==> src/design/lpsm_pkg.sv <==
// constants, types and register map of the light/proximity status block
package lpsm_pkg;

  // ------------------------------------------------------------
  // register offsets
  // ------------------------------------------------------------
  localparam logic [7:0] ADDR_INTERRUPT_FLAGS = 8'h00;
  localparam logic [7:0] ADDR_MAIN_CONTROL = 8'h01;
  localparam logic [7:0] ADDR_UPPER_HIGH = 8'h06;
  localparam logic [7:0] ADDR_UPPER_LOW = 8'h07;
  localparam logic [7:0] ADDR_LOWER_HIGH = 8'h08;
  localparam logic [7:0] ADDR_LOWER_LOW = 8'h09;
  localparam logic [7:0] ADDR_PERSIST_COUNTS = 8'h0A;
  localparam logic [7:0] ADDR_NEAR_THRESHOLD_SIDE = 8'h0B;
  localparam logic [7:0] ADDR_NEAR_THRESHOLD_LEVEL = 8'h0C;
  localparam logic [7:0] ADDR_GREEN_GAIN_TRIM = 8'h0F;
  localparam logic [7:0] ADDR_INFRARED_GAIN_TRIM = 8'h10;

  // ------------------------------------------------------------
  // reset values
  // ------------------------------------------------------------
  localparam logic [2:0] RST_INTERRUPT_FLAGS = 3'h4;
  localparam logic [5:0] RST_MAIN_CONTROL = 6'h24;
  localparam logic [5:0] RST_WINDOW_HIGH = 6'h00;
  localparam logic [7:0] RST_WINDOW_LOW = 8'h00;
  localparam logic [3:0] RST_PERSIST_COUNTS = 4'h0;
  localparam logic [0:0] RST_NEAR_THRESHOLD_SIDE = 1'h0;
  localparam logic [7:0] RST_NEAR_THRESHOLD_LEVEL = 8'h00;
  localparam logic [7:0] RST_GREEN_GAIN_TRIM = 8'h80;
  localparam logic [7:0] RST_INFRARED_GAIN_TRIM = 8'h80;

  // ------------------------------------------------------------
  // field positions
  // ------------------------------------------------------------
  localparam int FLAG_LIGHT_POS = 0;
  localparam int FLAG_NEAR_POS = 1;
  localparam int FLAG_POWER_POS = 2;
  localparam int CTL_LIGHT_EN_POS = 0;
  localparam int CTL_NEAR_EN_POS = 1;
  localparam int CTL_MODE_LSB = 2;
  localparam int CTL_MODE_MSB = 4;
  localparam int CTL_TRIM_SEL_POS = 5;
  localparam int PST_LIGHT_LSB = 0;
  localparam int PST_LIGHT_MSB = 1;
  localparam int PST_NEAR_LSB = 2;
  localparam int PST_NEAR_MSB = 3;
  localparam int SIDE_ABOVE_POS = 6;
  localparam int GREEN_TRIM_LSB = 1;
  localparam int GREEN_TRIM_MSB = 7;
  localparam int IR_TRIM_LOW_POS = 0;

  // ------------------------------------------------------------
  // types
  // ------------------------------------------------------------
  typedef enum logic [2:0] {
    LPSM_MODE_SHUTDOWN = 3'b000,
    LPSM_MODE_LIGHT_GIR = 3'b001,
    LPSM_MODE_LIGHT_G = 3'b010,
    LPSM_MODE_LIGHT_IR = 3'b011,
    LPSM_MODE_BOTH = 3'b100,
    LPSM_MODE_NEAR_ONLY = 3'b101,
    LPSM_MODE_RSVD6 = 3'b110,
    LPSM_MODE_RSVD7 = 3'b111
  } lpsm_mode_e;

  typedef enum logic [1:0] {
    LPSM_SRC_NONE = 2'b00,
    LPSM_SRC_G_MINUS_IR = 2'b01,
    LPSM_SRC_GREEN = 2'b10,
    LPSM_SRC_INFRARED = 2'b11
  } lpsm_source_e;

  // access strobe from the serial-bus engine
  typedef struct packed {
    logic wr;
    logic rd;
    logic [7:0] addr;
    logic [7:0] wdata;
  } lpsm_req_s;

  // analog run controls decoded from the mode field
  typedef struct packed {
    logic analog_on;
    logic ambient_run;
    logic near_run;
    lpsm_source_e source;
  } lpsm_run_s;

  // gains handed to the channel datapath
  typedef struct packed {
    logic [6:0] green;
    logic [8:0] infrared;
  } lpsm_gain_s;

endpackage

==> src/design/lpsm_regs.sv <==
// status, interrupt and mode register bank of the light/proximity sensor
`timescale 1ns/10ps
`default_nettype none
module lpsm_regs #(
  parameter logic [6:0] FACTORY_GREEN_GAIN = 7'h40,
  parameter logic [8:0] FACTORY_INFRARED_GAIN = 9'h100
) (
  input wire logic clock,
  input wire logic rstn,
  input wire lpsm_pkg::lpsm_req_s req,
  input wire logic first_revision,
  input wire logic ambient_valid,
  input wire logic [13:0] ambient_reading,
  input wire logic light_overflow,
  input wire logic near_valid,
  input wire logic [7:0] near_reading,
  output logic [7:0] rdata,
  output logic int_pin_out,
  output logic int_pin_oe,
  output lpsm_pkg::lpsm_run_s run,
  output lpsm_pkg::lpsm_gain_s gain
);

  // ------------------------------------------------------------
  // storage
  // ------------------------------------------------------------
  logic [2:0] interrupt_flags;
  logic [5:0] main_control;
  logic [5:0] window_upper_high;
  logic [7:0] window_upper_low;
  logic [5:0] window_lower_high;
  logic [7:0] window_lower_low;
  logic [3:0] persist_counts;
  logic [0:0] near_threshold_side;
  logic [7:0] near_threshold_level;
  logic [7:0] green_gain_trim;
  logic [7:0] infrared_gain_trim;
  logic rev_one;
  logic strap_taken;

  // ------------------------------------------------------------
  // address decode
  // ------------------------------------------------------------
  wire hit_flags = req.addr == lpsm_pkg::ADDR_INTERRUPT_FLAGS;
  wire hit_ctl = req.addr == lpsm_pkg::ADDR_MAIN_CONTROL;
  wire hit_uh = req.addr == lpsm_pkg::ADDR_UPPER_HIGH;
  wire hit_ul = req.addr == lpsm_pkg::ADDR_UPPER_LOW;
  wire hit_lh = req.addr == lpsm_pkg::ADDR_LOWER_HIGH;
  wire hit_ll = req.addr == lpsm_pkg::ADDR_LOWER_LOW;
  wire hit_pst = req.addr == lpsm_pkg::ADDR_PERSIST_COUNTS;
  wire hit_side = req.addr == lpsm_pkg::ADDR_NEAR_THRESHOLD_SIDE;
  wire hit_lvl = req.addr == lpsm_pkg::ADDR_NEAR_THRESHOLD_LEVEL;
  wire hit_gt = req.addr == lpsm_pkg::ADDR_GREEN_GAIN_TRIM;
  wire hit_it = req.addr == lpsm_pkg::ADDR_INFRARED_GAIN_TRIM;

  // status is read-only; writes to it are dropped
  wire wr_ctl = req.wr && hit_ctl;
  wire status_read = req.rd && hit_flags;

  logic [7:0] read_mux;
  always_comb begin
    read_mux = 8'h00;
    if (hit_flags) begin
      read_mux = {5'h00, interrupt_flags};
    end else if (hit_ctl) begin
      read_mux = {2'b00, main_control};
    end else if (hit_uh) begin
      read_mux = {2'b00, window_upper_high};
    end else if (hit_ul) begin
      read_mux = window_upper_low;
    end else if (hit_lh) begin
      read_mux = {2'b00, window_lower_high};
    end else if (hit_ll) begin
      read_mux = window_lower_low;
    end else if (hit_pst) begin
      read_mux = {4'h0, persist_counts};
    end else if (hit_side) begin
      read_mux = {1'b0, near_threshold_side, 6'h00};
    end else if (hit_lvl) begin
      read_mux = near_threshold_level;
    end else if (hit_gt) begin
      read_mux = green_gain_trim;
    end else if (hit_it) begin
      read_mux = infrared_gain_trim;
    end
  end

  // ------------------------------------------------------------
  // mode decode
  // ------------------------------------------------------------
  function automatic lpsm_pkg::lpsm_run_s decode_mode(input logic [2:0] m);
    lpsm_pkg::lpsm_run_s r;
    r = '0;
    case (lpsm_pkg::lpsm_mode_e'(m))
      lpsm_pkg::LPSM_MODE_LIGHT_GIR: begin
        r = '{1'b1, 1'b1, 1'b0, lpsm_pkg::LPSM_SRC_G_MINUS_IR};
      end
      lpsm_pkg::LPSM_MODE_LIGHT_G: begin
        r = '{1'b1, 1'b1, 1'b0, lpsm_pkg::LPSM_SRC_GREEN};
      end
      lpsm_pkg::LPSM_MODE_LIGHT_IR: begin
        r = '{1'b1, 1'b1, 1'b0, lpsm_pkg::LPSM_SRC_INFRARED};
      end
      lpsm_pkg::LPSM_MODE_BOTH: begin
        r = '{1'b1, 1'b1, 1'b1, lpsm_pkg::LPSM_SRC_G_MINUS_IR};
      end
      lpsm_pkg::LPSM_MODE_NEAR_ONLY: begin
        r = '{1'b1, 1'b0, 1'b1, lpsm_pkg::LPSM_SRC_NONE};
      end
      // reserved codes fall back to shutdown
      default: begin
        r = '0;
      end
    endcase
    return r;
  endfunction

  wire [2:0] mode_field =
    main_control[lpsm_pkg::CTL_MODE_MSB:lpsm_pkg::CTL_MODE_LSB];
  wire lpsm_pkg::lpsm_run_s next_run = decode_mode(mode_field);
  wire light_enable = main_control[lpsm_pkg::CTL_LIGHT_EN_POS];
  wire near_enable = main_control[lpsm_pkg::CTL_NEAR_EN_POS];
  wire trim_factory = main_control[lpsm_pkg::CTL_TRIM_SEL_POS];

  // ------------------------------------------------------------
  // gain selection
  // ------------------------------------------------------------
  wire [6:0] user_green =
    green_gain_trim[lpsm_pkg::GREEN_TRIM_MSB:lpsm_pkg::GREEN_TRIM_LSB];
  wire [8:0] user_infrared =
    {infrared_gain_trim, green_gain_trim[lpsm_pkg::IR_TRIM_LOW_POS]};
  wire lpsm_pkg::lpsm_gain_s next_gain = trim_factory ?
    lpsm_pkg::lpsm_gain_s'{FACTORY_GREEN_GAIN, FACTORY_INFRARED_GAIN} :
    lpsm_pkg::lpsm_gain_s'{user_green, user_infrared};

  // ------------------------------------------------------------
  // threshold comparison
  // ------------------------------------------------------------
  wire [13:0] window_upper = {window_upper_high, window_upper_low};
  wire [13:0] window_lower = {window_lower_high, window_lower_low};
  // readings are only compared while enabled and the channel runs
  wire light_armed = light_enable && next_run.ambient_run;
  wire near_armed = near_enable && next_run.near_run;
  wire light_outside = (ambient_reading > window_upper) ||
                       (ambient_reading < window_lower);
  wire near_above = near_threshold_side[0] ?
                    (near_reading > near_threshold_level) :
                    (near_reading < near_threshold_level);
  wire light_window_hit;
  wire near_hit;

  lpsm_persist u_light_persist (
    .clock(clock),
    .rstn(rstn),
    .sample_valid(ambient_valid),
    .outside(light_outside),
    .limit(persist_counts[lpsm_pkg::PST_LIGHT_MSB:lpsm_pkg::PST_LIGHT_LSB]),
    .hold_off(!light_armed),
    .event_hit(light_window_hit)
  );

  lpsm_persist u_near_persist (
    .clock(clock),
    .rstn(rstn),
    .sample_valid(near_valid),
    .outside(near_above),
    .limit(persist_counts[lpsm_pkg::PST_NEAR_MSB:lpsm_pkg::PST_NEAR_LSB]),
    .hold_off(!near_armed),
    .event_hit(near_hit)
  );

  // ------------------------------------------------------------
  // sticky flags
  // ------------------------------------------------------------
  // overflow bypasses the window and persist filter
  wire light_set = light_armed &&
                   (light_window_hit || light_overflow);
  wire near_set = near_armed && near_hit;

  // the enable seen after a pending write gates the flag at once
  wire next_light_enable = wr_ctl ?
    req.wdata[lpsm_pkg::CTL_LIGHT_EN_POS] : light_enable;
  wire next_near_enable = wr_ctl ?
    req.wdata[lpsm_pkg::CTL_NEAR_EN_POS] : near_enable;

  // a set in the same cycle as the clearing read survives it
  wire keep_light = interrupt_flags[lpsm_pkg::FLAG_LIGHT_POS] &&
                    !status_read;
  wire keep_near = interrupt_flags[lpsm_pkg::FLAG_NEAR_POS] &&
                   !status_read;
  wire next_light_flag = next_light_enable &&
                         (light_set || keep_light);
  wire next_near_flag = next_near_enable &&
                        (near_set || keep_near);
  // only a read clears the power-up flag; only reset sets it
  wire next_power_flag = interrupt_flags[lpsm_pkg::FLAG_POWER_POS] &&
                         !status_read;

  wire [2:0] next_flags;
  assign next_flags[lpsm_pkg::FLAG_LIGHT_POS] = next_light_flag;
  assign next_flags[lpsm_pkg::FLAG_NEAR_POS] = next_near_flag;
  assign next_flags[lpsm_pkg::FLAG_POWER_POS] = next_power_flag;

  // ------------------------------------------------------------
  // interrupt pin
  // ------------------------------------------------------------
  // strap is latched once, right after reset release
  wire next_rev_one = strap_taken ? rev_one : first_revision;
  wire power_pulls = next_power_flag && !next_rev_one;
  wire next_int_oe = next_light_flag || next_near_flag ||
                     power_pulls;

  // ------------------------------------------------------------
  // flops
  // ------------------------------------------------------------
  always_ff @(posedge clock or negedge rstn) begin
    if (!rstn) begin
      rev_one <= 1'b0;
      strap_taken <= 1'b0;
    end else begin
      rev_one <= next_rev_one;
      strap_taken <= 1'b1;
    end
  end

  always_ff @(posedge clock or negedge rstn) begin
    if (!rstn) begin
      interrupt_flags <= lpsm_pkg::RST_INTERRUPT_FLAGS;
    end else begin
      interrupt_flags <= next_flags;
    end
  end

  // every threshold and control returns to default on power-up
  always_ff @(posedge clock or negedge rstn) begin
    if (!rstn) begin
      main_control <= lpsm_pkg::RST_MAIN_CONTROL;
    end else if (wr_ctl) begin
      main_control <= req.wdata[5:0];
    end
  end

  always_ff @(posedge clock or negedge rstn) begin
    if (!rstn) begin
      window_upper_high <= lpsm_pkg::RST_WINDOW_HIGH;
      window_upper_low <= lpsm_pkg::RST_WINDOW_LOW;
      window_lower_high <= lpsm_pkg::RST_WINDOW_HIGH;
      window_lower_low <= lpsm_pkg::RST_WINDOW_LOW;
    end else if (req.wr) begin
      if (hit_uh) begin
        window_upper_high <= req.wdata[5:0];
      end
      if (hit_ul) begin
        window_upper_low <= req.wdata;
      end
      if (hit_lh) begin
        window_lower_high <= req.wdata[5:0];
      end
      if (hit_ll) begin
        window_lower_low <= req.wdata;
      end
    end
  end

  always_ff @(posedge clock or negedge rstn) begin
    if (!rstn) begin
      persist_counts <= lpsm_pkg::RST_PERSIST_COUNTS;
      near_threshold_side <= lpsm_pkg::RST_NEAR_THRESHOLD_SIDE;
      near_threshold_level <= lpsm_pkg::RST_NEAR_THRESHOLD_LEVEL;
    end else if (req.wr) begin
      if (hit_pst) begin
        persist_counts <= req.wdata[3:0];
      end
      if (hit_side) begin
        near_threshold_side <= req.wdata[lpsm_pkg::SIDE_ABOVE_POS];
      end
      if (hit_lvl) begin
        near_threshold_level <= req.wdata;
      end
    end
  end

  always_ff @(posedge clock or negedge rstn) begin
    if (!rstn) begin
      green_gain_trim <= lpsm_pkg::RST_GREEN_GAIN_TRIM;
      infrared_gain_trim <= lpsm_pkg::RST_INFRARED_GAIN_TRIM;
    end else if (req.wr) begin
      if (hit_gt) begin
        green_gain_trim <= req.wdata;
      end
      if (hit_it) begin
        infrared_gain_trim <= req.wdata;
      end
    end
  end

  // ------------------------------------------------------------
  // registered outputs
  // ------------------------------------------------------------
  always_ff @(posedge clock or negedge rstn) begin
    if (!rstn) begin
      rdata <= 8'h00;
    end else if (req.rd) begin
      rdata <= read_mux;
    end
  end

  // shutdown only stops the analog side; registers stay intact
  always_ff @(posedge clock or negedge rstn) begin
    if (!rstn) begin
      run <= '0;
      gain <= '0;
    end else begin
      run <= next_run;
      gain <= next_gain;
    end
  end

  // the pin is never driven high; the board pull-up releases it
  always_ff @(posedge clock or negedge rstn) begin
    if (!rstn) begin
      int_pin_out <= 1'b0;
      int_pin_oe <= 1'b0;
    end else begin
      int_pin_out <= 1'b0;
      int_pin_oe <= next_int_oe;
    end
  end

endmodule
`default_nettype wire

==> src/design/lpsm_persist.sv <==
// persist filter: counts consecutive out-of-limit samples
`timescale 1ns/10ps
`default_nettype none
module lpsm_persist (
  input wire logic clock,
  input wire logic rstn,
  input wire logic sample_valid,
  input wire logic outside,
  input wire logic [1:0] limit,
  input wire logic hold_off,
  output logic event_hit
);
  logic [2:0] run_count;
  logic [2:0] bumped;
  logic [2:0] next_run_count;

  // saturate so a long excursion keeps firing
  assign bumped = (run_count == 3'h7) ? run_count : run_count + 3'h1;
  assign next_run_count = hold_off ? 3'h0 :
                          !sample_valid ? run_count :
                          outside ? bumped : 3'h0;
  // fires once the run is strictly longer than the persist count
  assign event_hit = !hold_off && sample_valid && outside &&
                     (bumped > {1'b0, limit});

  always_ff @(posedge clock or negedge rstn) begin
    if (!rstn) begin
      run_count <= 3'h0;
    end else begin
      run_count <= next_run_count;
    end
  end
endmodule
`default_nettype wire

==> config.mk <==
export PLATFORM = sky130hd
export DESIGN_NAME = lpsm_regs
export DESIGN_NICKNAME = d
export VERILOG_FILES = /design/src/design/lpsm_pkg.sv /design/src/design/lpsm_regs.sv /design/src/design/lpsm_persist.sv
export SDC_FILE = /design/constraint.sdc
export NUM_CORES = 1
export LEC_CHECK = 0
export ABC_AREA = 1
export ABC_CLOCK_PERIOD_IN_PS = 2400
export BUFFER_PORTS_ARGS = -buffer_cell sky130_fd_sc_hd__buf_2
export CAP_MARGIN = 20
export CORE_ASPECT_RATIO = 1.1
export CORE_MARGIN = 5
export CORE_UTILIZATION = 35
export DETAILED_ROUTE_END_ITERATION = 6
export GPL_TIMING_DRIVEN = 0
export PLACE_DENSITY_LB_ADDON = 0.3
export SLEW_MARGIN = 40
export SYNTH_ARGS = -nofsm -noshare
export SYNTH_HDL_FRONTEND = slang
export SYNTH_SLANG_ARGS = --single-unit
==> constraint.sdc <==
create_clock -name clock -period 2.4 [get_ports clock]
set_input_delay 0 -clock clock [delete_from_list [all_inputs] [get_ports clock]]
set_output_delay 0 -clock clock [all_outputs]
set_load 0.02 [all_outputs]
==> results of run 1 <==
-- worst min path at each step --
stage	start	end	slack, ns	depth (start not counted)
finish	req[7]	window_lower_low[7]	0.02	3
global route	req[7]	window_lower_low[7]	0.04	3
CTS	req[7]	window_lower_low[7]	0.02	3
detailed placement	rstn	gain[11]	-0.1	1
global placement	first_revision	rev_one	0.26	2
floorplan	rstn	gain[0]	-0.30	0
-- layout by cell type, fill, tap and decap left out, types with 10 or more instances in the layout --
cell	synthesis	routed
sky130_fd_sc_hd__o21ai_0	79	79
sky130_fd_sc_hd__a21oi_1	26	26
sky130_fd_sc_hd__o22ai_1	10	10
sky130_fd_sc_hd__nand2_1	203	203
sky130_fd_sc_hd__dfrtp_1	99	99
sky130_fd_sc_hd__nand3_1	19	19
sky130_fd_sc_hd__buf_2	6	80
sky130_fd_sc_hd__inv_1	132	132
sky130_fd_sc_hd__ha_1	43	43
sky130_fd_sc_hd__nor2_1	41	41
-- cell families after synthesis --
| kind of cell | count (synthesis) |
|---|---|
| buf+inv | 147 |
| flops | 104 |
| other cells | 2 |
| mux | 1 |
| fa+ha+maj | 43 |
| compound gates | 127 |
| xor+xnor | 2 |
| simple gates | 291 |
-- power groups by stage --
stage	clock network (uW)	logic, uW	registers, uW
2_1_floorplan	0	256	1950
3_3_place_gp	0	471	1930
3_5_place_dp	0	488	1930
4_1_cts	1590	500	1900
5_1_grt	1670	574	1910
6_report	1570	490	1900
-- layer usage --
layer / part of all wire (%) / vias up
met1: 46 / 2233
met2: 48 / 102
met4: 1.4 / 0
li1: - / 2445
met5: 0 / -
met3: 4.9 / 16
-- worst min-delay path, delay by kind of cell --
family / cells / cell delay [ns]
buffers and inverters: 2 / 0.19
AOI/OAI and AO/OA: 1 / 0.14
-- metrics by stage --
step | std cells | hold WS, ns | util [%] | total power [uW]
6_report | 1016 | 0.0213 | 42.5 | 3960
5_1_grt | 1016 | 0.0398 | 42.5 | 4160
4_1_cts | 1016 | 0.0245 | 42.5 | 3990
3_5_place_dp | 993 | -0.0974 | 40.1 | 2420
3_3_place_gp | 992 | 0.265 | 39.8 | 2400
2_1_floorplan | 717 | -0.296 | - | 2210
-- cell type report --
type	instances	area share [%]
clock buffer	11	3.47
multi-input combinational	466	36.9
timing repair buffer	83	7.20
tap	200	3.73
clock inverter	5	1.18
buffer	11	1.01
sequential	104	38.9
inverter	136	7.61
-- sequential cells by signal (all words and copies together) (netlist names), 8 cells and up --
register              flops
window_upper_low          8
rdata                     8
window_lower_low          8
infrared_gain_trim        8
near_threshold_level      8
gain                     16
green_gain_trim           8
==> implementation parameters, run 1 <==
Parameter                              Value

GRT
  Most used routing layer ... met2
  Total global-route track usage ... 16.3%
  GR met2 Demand/Resource ... 27.9%
  Largest net degree at the start of global routing ... 66
  Met3 usage in global routing ... 3.33%
  Via count of the first global-routing pass ... 4707
  First-pass GRT wire length ... 24400 um
  Remaining global-route overflow ... 0
  Antenna violations before repair ... 0
  Met1 GRT Util ... 21.2%

Clock network
  Post-CTS Setup Inserts ... 0
  Clock sink total ... 104
  Clock tree from TritonCTS ... done
  Number of CTS-inserted buffers ... 9
  Quantity of hold-fixing buffers added after cts ... 7
  Clock transition at path regs ... 0.07 ns
  Root buffer selected by CTS ... sky130_fd_sc_hd__clkbuf_16
  Insertion delay of the later-clocked pin in the worst-skew pair ... 0.35 ns
  Clk buf depth ... 2
  Maximum level of the CTS H-tree ... 3
  Cts repair resizes ... 0

Synth
  Main area contributors after synthesis ... sky130_fd_sc_hd__dfrtp_1, sky130_fd_sc_hd__nand2_1, sky130_fd_sc_hd__ha_1
  Most common library cells after synthesis ... sky130_fd_sc_hd__nand2_1, sky130_fd_sc_hd__inv_1, sky130_fd_sc_hd__dfrtp_1, sky130_fd_sc_hd__o21ai_0, sky130_fd_sc_hd__ha_1
  Count of state elements after synthesis ... 104
  Top_reg_cell synth ... sky130_fd_sc_hd__dfrtp_1
  Multiplexer fraction of the synthesized cell area ... 0.199%
  Number of distinct standard cells referenced by the synthesized netlist ... 34
  Post-synthesis area per instance ... 7.90 um^2
  Async set or reset register ratio after synthesis ... 100%
  Number of flops mapped to enable cells by yosys ... 0
  Post-synth top area share ... 43.7%
  Largest family of logic cells by synthesized area ... simple AND/OR/NAND/NOR gates
  Area fraction in compound gates after synthesis ... 11.8%
  Mapped Cells ... 717
  Most area-hungry cell type in the Yosys netlist ... sky130_fd_sc_hd__dfrtp_1
  Post-synthesis simple-gate area fraction ... 21.8%
  Net Count, Synth ... 806
  Area of the mapped netlist ... 0.00566 mm^2
  Adder-cell area share of the yosys netlist ... 9.50%
  Synth Warn # ... 0
  Most numerous cell in the Yosys netlist ... sky130_fd_sc_hd__nand2_1
  Synthesized-area fraction occupied by xor and xnor cells ... 0.309%
  Fraction of the yosys area taken by sequential cells ... 46.1%

Critical path
  Setup crit end ... int_pin_oe
  Reg-to-reg endpoint ... int_pin_oe
  Ordered cell list for the critical path ... inv_1 > ha_1 > nand2_1 > nor2_1 > nand2_1 > nor2_1 > nand4_1 > nand2_1 > nand2_1 > nand3_1 > nand2_1 > nand2_1 > nand2_1 > nand2_1 > nand2_1
  Launch point of the critical path ... window_upper_high[5]
  Cell class contributing the biggest share of worst-path delay ... simple AND/OR/NAND/NOR gates
  Crit end category ... flip-flop
  Data required time at the worst endpoint ... 2.65 ns
  Worst setup slack for register-to-register paths ... 0.44 ns
  Path length in cells of the critical path ... 15
  Sum of buffers and inverters on the critical path ... 1
  Data arrival, critical path ... 2.21 ns
  Longest individual stage delay on the worst path ... 0.35 ns
  Most common cell on crit path ... sky130_fd_sc_hd__nand2_1
  Type of the worst setup path ... flip-flop to flip-flop
  Highest-delay cell along the critical path ... sky130_fd_sc_hd__dfrtp_1
  Reg2reg path depth ... 15
  Reg-to-reg startpoint ... window_upper_high[5]
  Launching element type of the critical path ... flip-flop
  Maximum net fanout on the critical path ... 3

Floorplan
  Count of standard-cell rows ... 48
  Die Outline Area ... 0.0188 mm^2
  Placeable Area ... 0.0158 mm^2
  Horizontal die dimension ... 131 um
  Starting Density ... 35.9%
  Ports ... 77
  Chip Height ... 143 um

STA
  Time the worst path needs with I/O delays and setup ... 1.96 ns
  Setup repair after global routing missed its margin ... no
  Setup WS post-layout ... 0.439 ns
  Post-route fraction of the period consumed by the critical path ... 81.7%
  Clock tree skew after final layout ... 0.00763 ns
  Number of hold-slack violations in the final timing report ... 0
  Slew Viols, Final ... 0
  Top achievable clock speed ... 510 MHz
  Final sum of negative setup slack ... 0 ns
  Final setup violation count ... 0

Cells and area
  Nets@finish ... 900
  Layout overhead on the synthesized area ... 18.4%
  Proportion of layout cells with a drive suffix above 1 ... 15.2%
  Number of diodes added for antenna fixing ... 0
  Layout Cell Area excl Fill ... 0.00671 mm^2
  Area used by sequential logic in the layout ... 0.00261 mm^2
  Final-layout fill cell count ... 1640
  Area used by multi-input combinational logic ... 0.00248 mm^2

Drt
  Detailed-route via count ... 4796
  Drt first pass iters ... 5
  Number of DRC violations after detailed-routing iteration 0 ... 370
  Remaining antenna violation count ... 0
  Post-DR wirelength/cell ... 14.7 um
  Average via count per standard cell ... 4.72
  Detailed-route DRC error count ... 0
  Routed WL ... 14900 um

Pwr
  Sw Pwr ... 1020 uW
  Internal cell power ... 2940 uW
  Share of total power consumed by net switching ... 25.9%
  Register share of total power ... 47.9%
  Largest voltage drop on the vdd net ... 0.000354 V
  Static Leakage ... 0.00345 uW
  Portion of total power attributed to the clock network ... 39.7%
  Power share of the combinational group ... 12.4%
  Power density cells ... 591 mW/mm^2

Min path
  Classification of the worst-slack hold path ... input pin to flip-flop

Placement
  DP Area ... 0.00633 mm^2
  Worst slack at placement ... 0.438 ns
  Gp weighted congestion ... 0.893
  HPWL Detailed ... 11500 um
  Port Buffer Count ... 75

Run status
  Status ... finished, final reports clean

Flow run
  Number of violations of the max-capacitance limit ... 0
(Power assumes the default switching activity.)
==> inputs of run 2 (changes only) <==
--- a/config.mk
+++ b/config.mk
@@ -6,7 +6,7 @@
 export NUM_CORES = 1
 export LEC_CHECK = 0
 export ABC_AREA = 1
-export ABC_CLOCK_PERIOD_IN_PS = 2400
+export ABC_CLOCK_PERIOD_IN_PS = 1600
 export BUFFER_PORTS_ARGS = -buffer_cell sky130_fd_sc_hd__buf_2
 export CAP_MARGIN = 20
 export CORE_ASPECT_RATIO = 1.1
==> constraint.sdc (replaced) <==
create_clock -name clock -period 1.6 [get_ports clock]
set_input_delay 0 -clock clock [delete_from_list [all_inputs] [get_ports clock]]
set_output_delay 0 -clock clock [all_outputs]
set_load 0.02 [all_outputs]
==> run 2 against run 1 <==
The flow now finishes with violations (setup timing). Cell count is 2.0% higher. Largest cell class is now multi-input combinational cells. Total power is 58% higher. Routed wire length is 4.8% higher. Clock power is 60% higher.
==> implementation parameters, run 2 (synthesis results as in run 1) <==
Parameter                              Value

Critical path
  Ordered cell list for the critical path ... inv_2 > ha_4 > nand2_4 > nor2_4 > nand2_2 > nor2_4 > nand4_1 > nand2_2 > nand2_4 > nand3_2 > nand2_1 > nand2_1 > nand2_1 > nand2_2 > nand2_1 (was inv_1 > ha_1 > nand2_1 > nor2_1 > nand2_1 > nor2_1 > nand4_1 > nand2_1 > nand2_1 > nand3_1 > nand2_1 > nand2_1 > nand2_1 > nand2_1 > nand2_1)
  Reg-to-reg startpoint ... window_upper_high[5] (unchanged)
  Path length in cells of the critical path ... 15 (unchanged)
  Highest-delay cell along the critical path ... sky130_fd_sc_hd__dfrtp_1 (unchanged)
  Sum of buffers and inverters on the critical path ... 1 (unchanged)
  Setup crit end ... int_pin_oe (unchanged)
  Maximum net fanout on the critical path ... 2 (was 3)
  Most common cell on crit path ... sky130_fd_sc_hd__nand2_1 (unchanged)
  Worst setup slack for register-to-register paths ... -0.17 ns (was 0.44 ns)
  Launching element type of the critical path ... flip-flop (unchanged)
  Reg2reg path depth ... 15 (unchanged)
  Data required time at the worst endpoint ... 1.84 ns (was 2.65 ns)
  Reg-to-reg endpoint ... int_pin_oe (unchanged)
  Crit end category ... flip-flop (unchanged)
  Cell class contributing the biggest share of worst-path delay ... simple AND/OR/NAND/NOR gates (unchanged)
  Type of the worst setup path ... flip-flop to flip-flop (unchanged)
  Data arrival, critical path ... 2.01 ns (was 2.21 ns)
  Launch point of the critical path ... window_upper_high[5] (unchanged)
  Longest individual stage delay on the worst path ... 0.36 ns (was 0.35 ns)

Cells and area
  Commonest cells after routing, fill and taps aside ... sky130_fd_sc_hd__nand2_1, sky130_fd_sc_hd__inv_1, sky130_fd_sc_hd__dfrtp_1, sky130_fd_sc_hd__buf_2, sky130_fd_sc_hd__o21ai_0 (unchanged)
  Number of diodes added for antenna fixing ... 0 (unchanged)
  Post-Layout Cell Count ... 1036 (was 1016)
  Most common cell after layout, fill and taps aside ... sky130_fd_sc_hd__nand2_1 (unchanged)
  Largest Register ... gain (unchanged)
  Proportion of layout cells with a drive suffix above 1 ... 25.0% (was 15.2%)
  Layout Cell Area excl Fill ... 0.00725 mm^2 (was 0.00671 mm^2)
  Layout overhead on the synthesized area ... 28.0% (was 18.4%)
  Nets@finish ... 920 (was 900)
  Largest register FFs ... 16 (unchanged)

Floorplan
  Count of standard-cell rows ... 48 (unchanged)
  Die Outline Area ... 0.0188 mm^2 (unchanged)
  Horizontal die dimension ... 131 um (unchanged)
  Ports ... 77 (unchanged)
  Chip Height ... 143 um (unchanged)
  Starting Density ... 35.9% (unchanged)
  Placeable Area ... 0.0158 mm^2 (unchanged)

GRT
  Largest net degree at the start of global routing ... 73 (was 66)
  Remaining global-route overflow ... 0 (unchanged)
  Via count of the first global-routing pass ... 4847 (was 4707)
  Antenna violations before repair ... 2 (was 0)
  First-pass GRT wire length ... 24700 um (was 24400 um)
  Total global-route track usage ... 16.4% (was 16.3%)

Pwr
  Internal cell power ... 4650 uW (was 2940 uW)
  Power share of the combinational group ... 14.2% (was 12.4%)
  Largest voltage drop on the vdd net ... 0.000620 V (was 0.000354 V)
  Post-route total power ... 6240 uW (was 3960 uW)
  Power density cells ... 861 mW/mm^2 (was 591 mW/mm^2)
  Static Leakage ... 0.00364 uW (was 0.00345 uW)
  Share of total power consumed by net switching ... 25.6% (was 25.9%)
  Sw Pwr ... 1600 uW (was 1020 uW)
  Portion of total power attributed to the clock network ... 40.2% (was 39.7%)
  Register share of total power ... 45.6% (was 47.9%)

Clock network
  Clock sink total ... 104 (unchanged)
  Clk buf depth ... 2 (unchanged)
  Maximum level of the CTS H-tree ... 3 (unchanged)
  Clock transition at path regs ... 0.07 ns (about the same)
  Insertion delay of the later-clocked pin in the worst-skew pair ... 0.34 ns (was 0.35 ns)
  Clock tree from TritonCTS ... done (unchanged)
  Number of CTS-inserted buffers ... 9 (unchanged)
  Root buffer selected by CTS ... sky130_fd_sc_hd__clkbuf_16 (unchanged)

Placement
  HPWL Detailed ... 11500 um (about the same)
  Worst slack at placement ... -0.425 ns (was 0.438 ns)
  Gp weighted congestion ... 0.872 (was 0.893)
  Port Buffer Count ... 75 (unchanged)
  DP Area ... 0.00633 mm^2 (about the same)
  Number of instances in the placed design ... 993 (unchanged)

Flow run
  Number of violations of the max-capacitance limit ... 0 (unchanged)

STA
  Number of hold-slack violations in the final timing report ... 0 (unchanged)
  Post-route fraction of the period consumed by the critical path ... 110% (was 81.7%)
  Time the worst path needs with I/O delays and setup ... 1.77 ns (was 1.96 ns)
  Top achievable clock speed ... 566 MHz (was 510 MHz)
  Slew Viols, Final ... 0 (unchanged)
  Final setup violation count ... 6 (was 0)
  Setup repair after global routing missed its margin ... yes (was no)
  Clock tree skew after final layout ... 0.00722 ns (was 0.00763 ns)
  Setup WS post-layout ... -0.166 ns (was 0.439 ns)

Run status
  Failing checks ... setup timing
  Status ... finished, violations left (was finished, final reports clean)

Drt
  Drt first pass iters ... 5 (unchanged)
  Remaining antenna violation count ... 0 (unchanged)
  Detailed-route via count ... 4933 (was 4796)
  Detailed-route DRC error count ... 0 (unchanged)
  Average via count per standard cell ... 4.76 (was 4.72)
  Routed WL ... 15600 um (was 14900 um)
  Post-DR wirelength/cell ... 15.1 um (was 14.7 um)
  Number of DRC violations after detailed-routing iteration 0 ... 352 (was 370)

Min path
  Classification of the worst-slack hold path ... input pin to flip-flop (unchanged)
[run 2: cell types whose count changed in the layout (fill, tap and decap cells not counted), moves of 11 or more]
cell,previous run,this run
sky130_fd_sc_hd__buf_4,1,20
sky130_fd_sc_hd__nand2_1,203,188
sky130_fd_sc_hd__ha_1,43,30
sky130_fd_sc_hd__ha_4,0,13
sky130_fd_sc_hd__inv_1,132,121
sky130_fd_sc_hd__inv_2,3,14
[run 2: power groups by stage]
stage	logic [uW]	registers [uW]	clock network [uW]
2_1_floorplan	385	2920	0
3_3_place_gp	711	2900	0
3_5_place_dp	736	2900	0
4_1_cts	806	2850	2550
5_1_grt	1010	2860	2620
6_report	885	2850	2510
[run 2: metrics by stage]
step                      hold slack [ns]  utilization [%]  TNS (ns)
after floorplan                    -0.296                -    -0.206
after global placement              0.262             39.8    -66.61
after detailed placement           -0.120             40.1     -2.23
after CTS                         0.00168             43.9    -0.904
after global routing               0.0326             45.9     -1.39
final                             0.00650             45.9    -0.652
[run 2: worst min-delay path, delay by kind of cell]
family | cells | cell delay [ns]
AO/OA/AOI/OAI | 1 | 0.14
buffers and inverters | 2 | 0.17
[run 2: final cells by class]
type	instances	area, um^2
inverter	136	510
fill	1596	8550
tap	200	250
sequential	104	2610
multi-input combinational	466	2840
buffer	11	67.6
clock buffer	11	233
timing repair buffer	103	637
clock inverter	5	104
[run 2: how the worst min path moves through the flow]
stage / start / end / slack [ns] / cells past startpoint
2_1_floorplan: rstn / gain[0] / -0.30 / 0
3_3_place_gp: first_revision / rev_one / 0.26 / 2
3_5_place_dp: rstn / gain[12] / -0.12 / 1
4_1_cts: req[7] / window_lower_low[7] / 0.002 / 3
5_1_grt: req[7] / window_lower_low[7] / 0.03 / 3
6_report: req[7] / window_lower_low[7] / 0.007 / 3
[run 2: repair_timing]
item,in CTS,in global routing
gates resized for setup,36,45
hold endpoints to repair,109,0
pin swaps,13,29
endpoints found under the setup margin,7,9
setup buffers,6,14
hold buffers,7,0
[run 2: routing by layer]
| metal | part of all wire, % | vias up | wire [um] | track usage [%] |
|---|---|---|---|---|
| li1 | - | 2477 | - | - |
| met1 | 45 | 2311 | 6980 | 21.3 |
| met2 | 49 | 120 | 7580 | 28.2 |
| met3 | 5.0 | 21 | 780 | 3.40 |
| met4 | 1.5 | 4 | 233 | 4.22 |
| met5 | 0.13 | - | 21 | 0 |
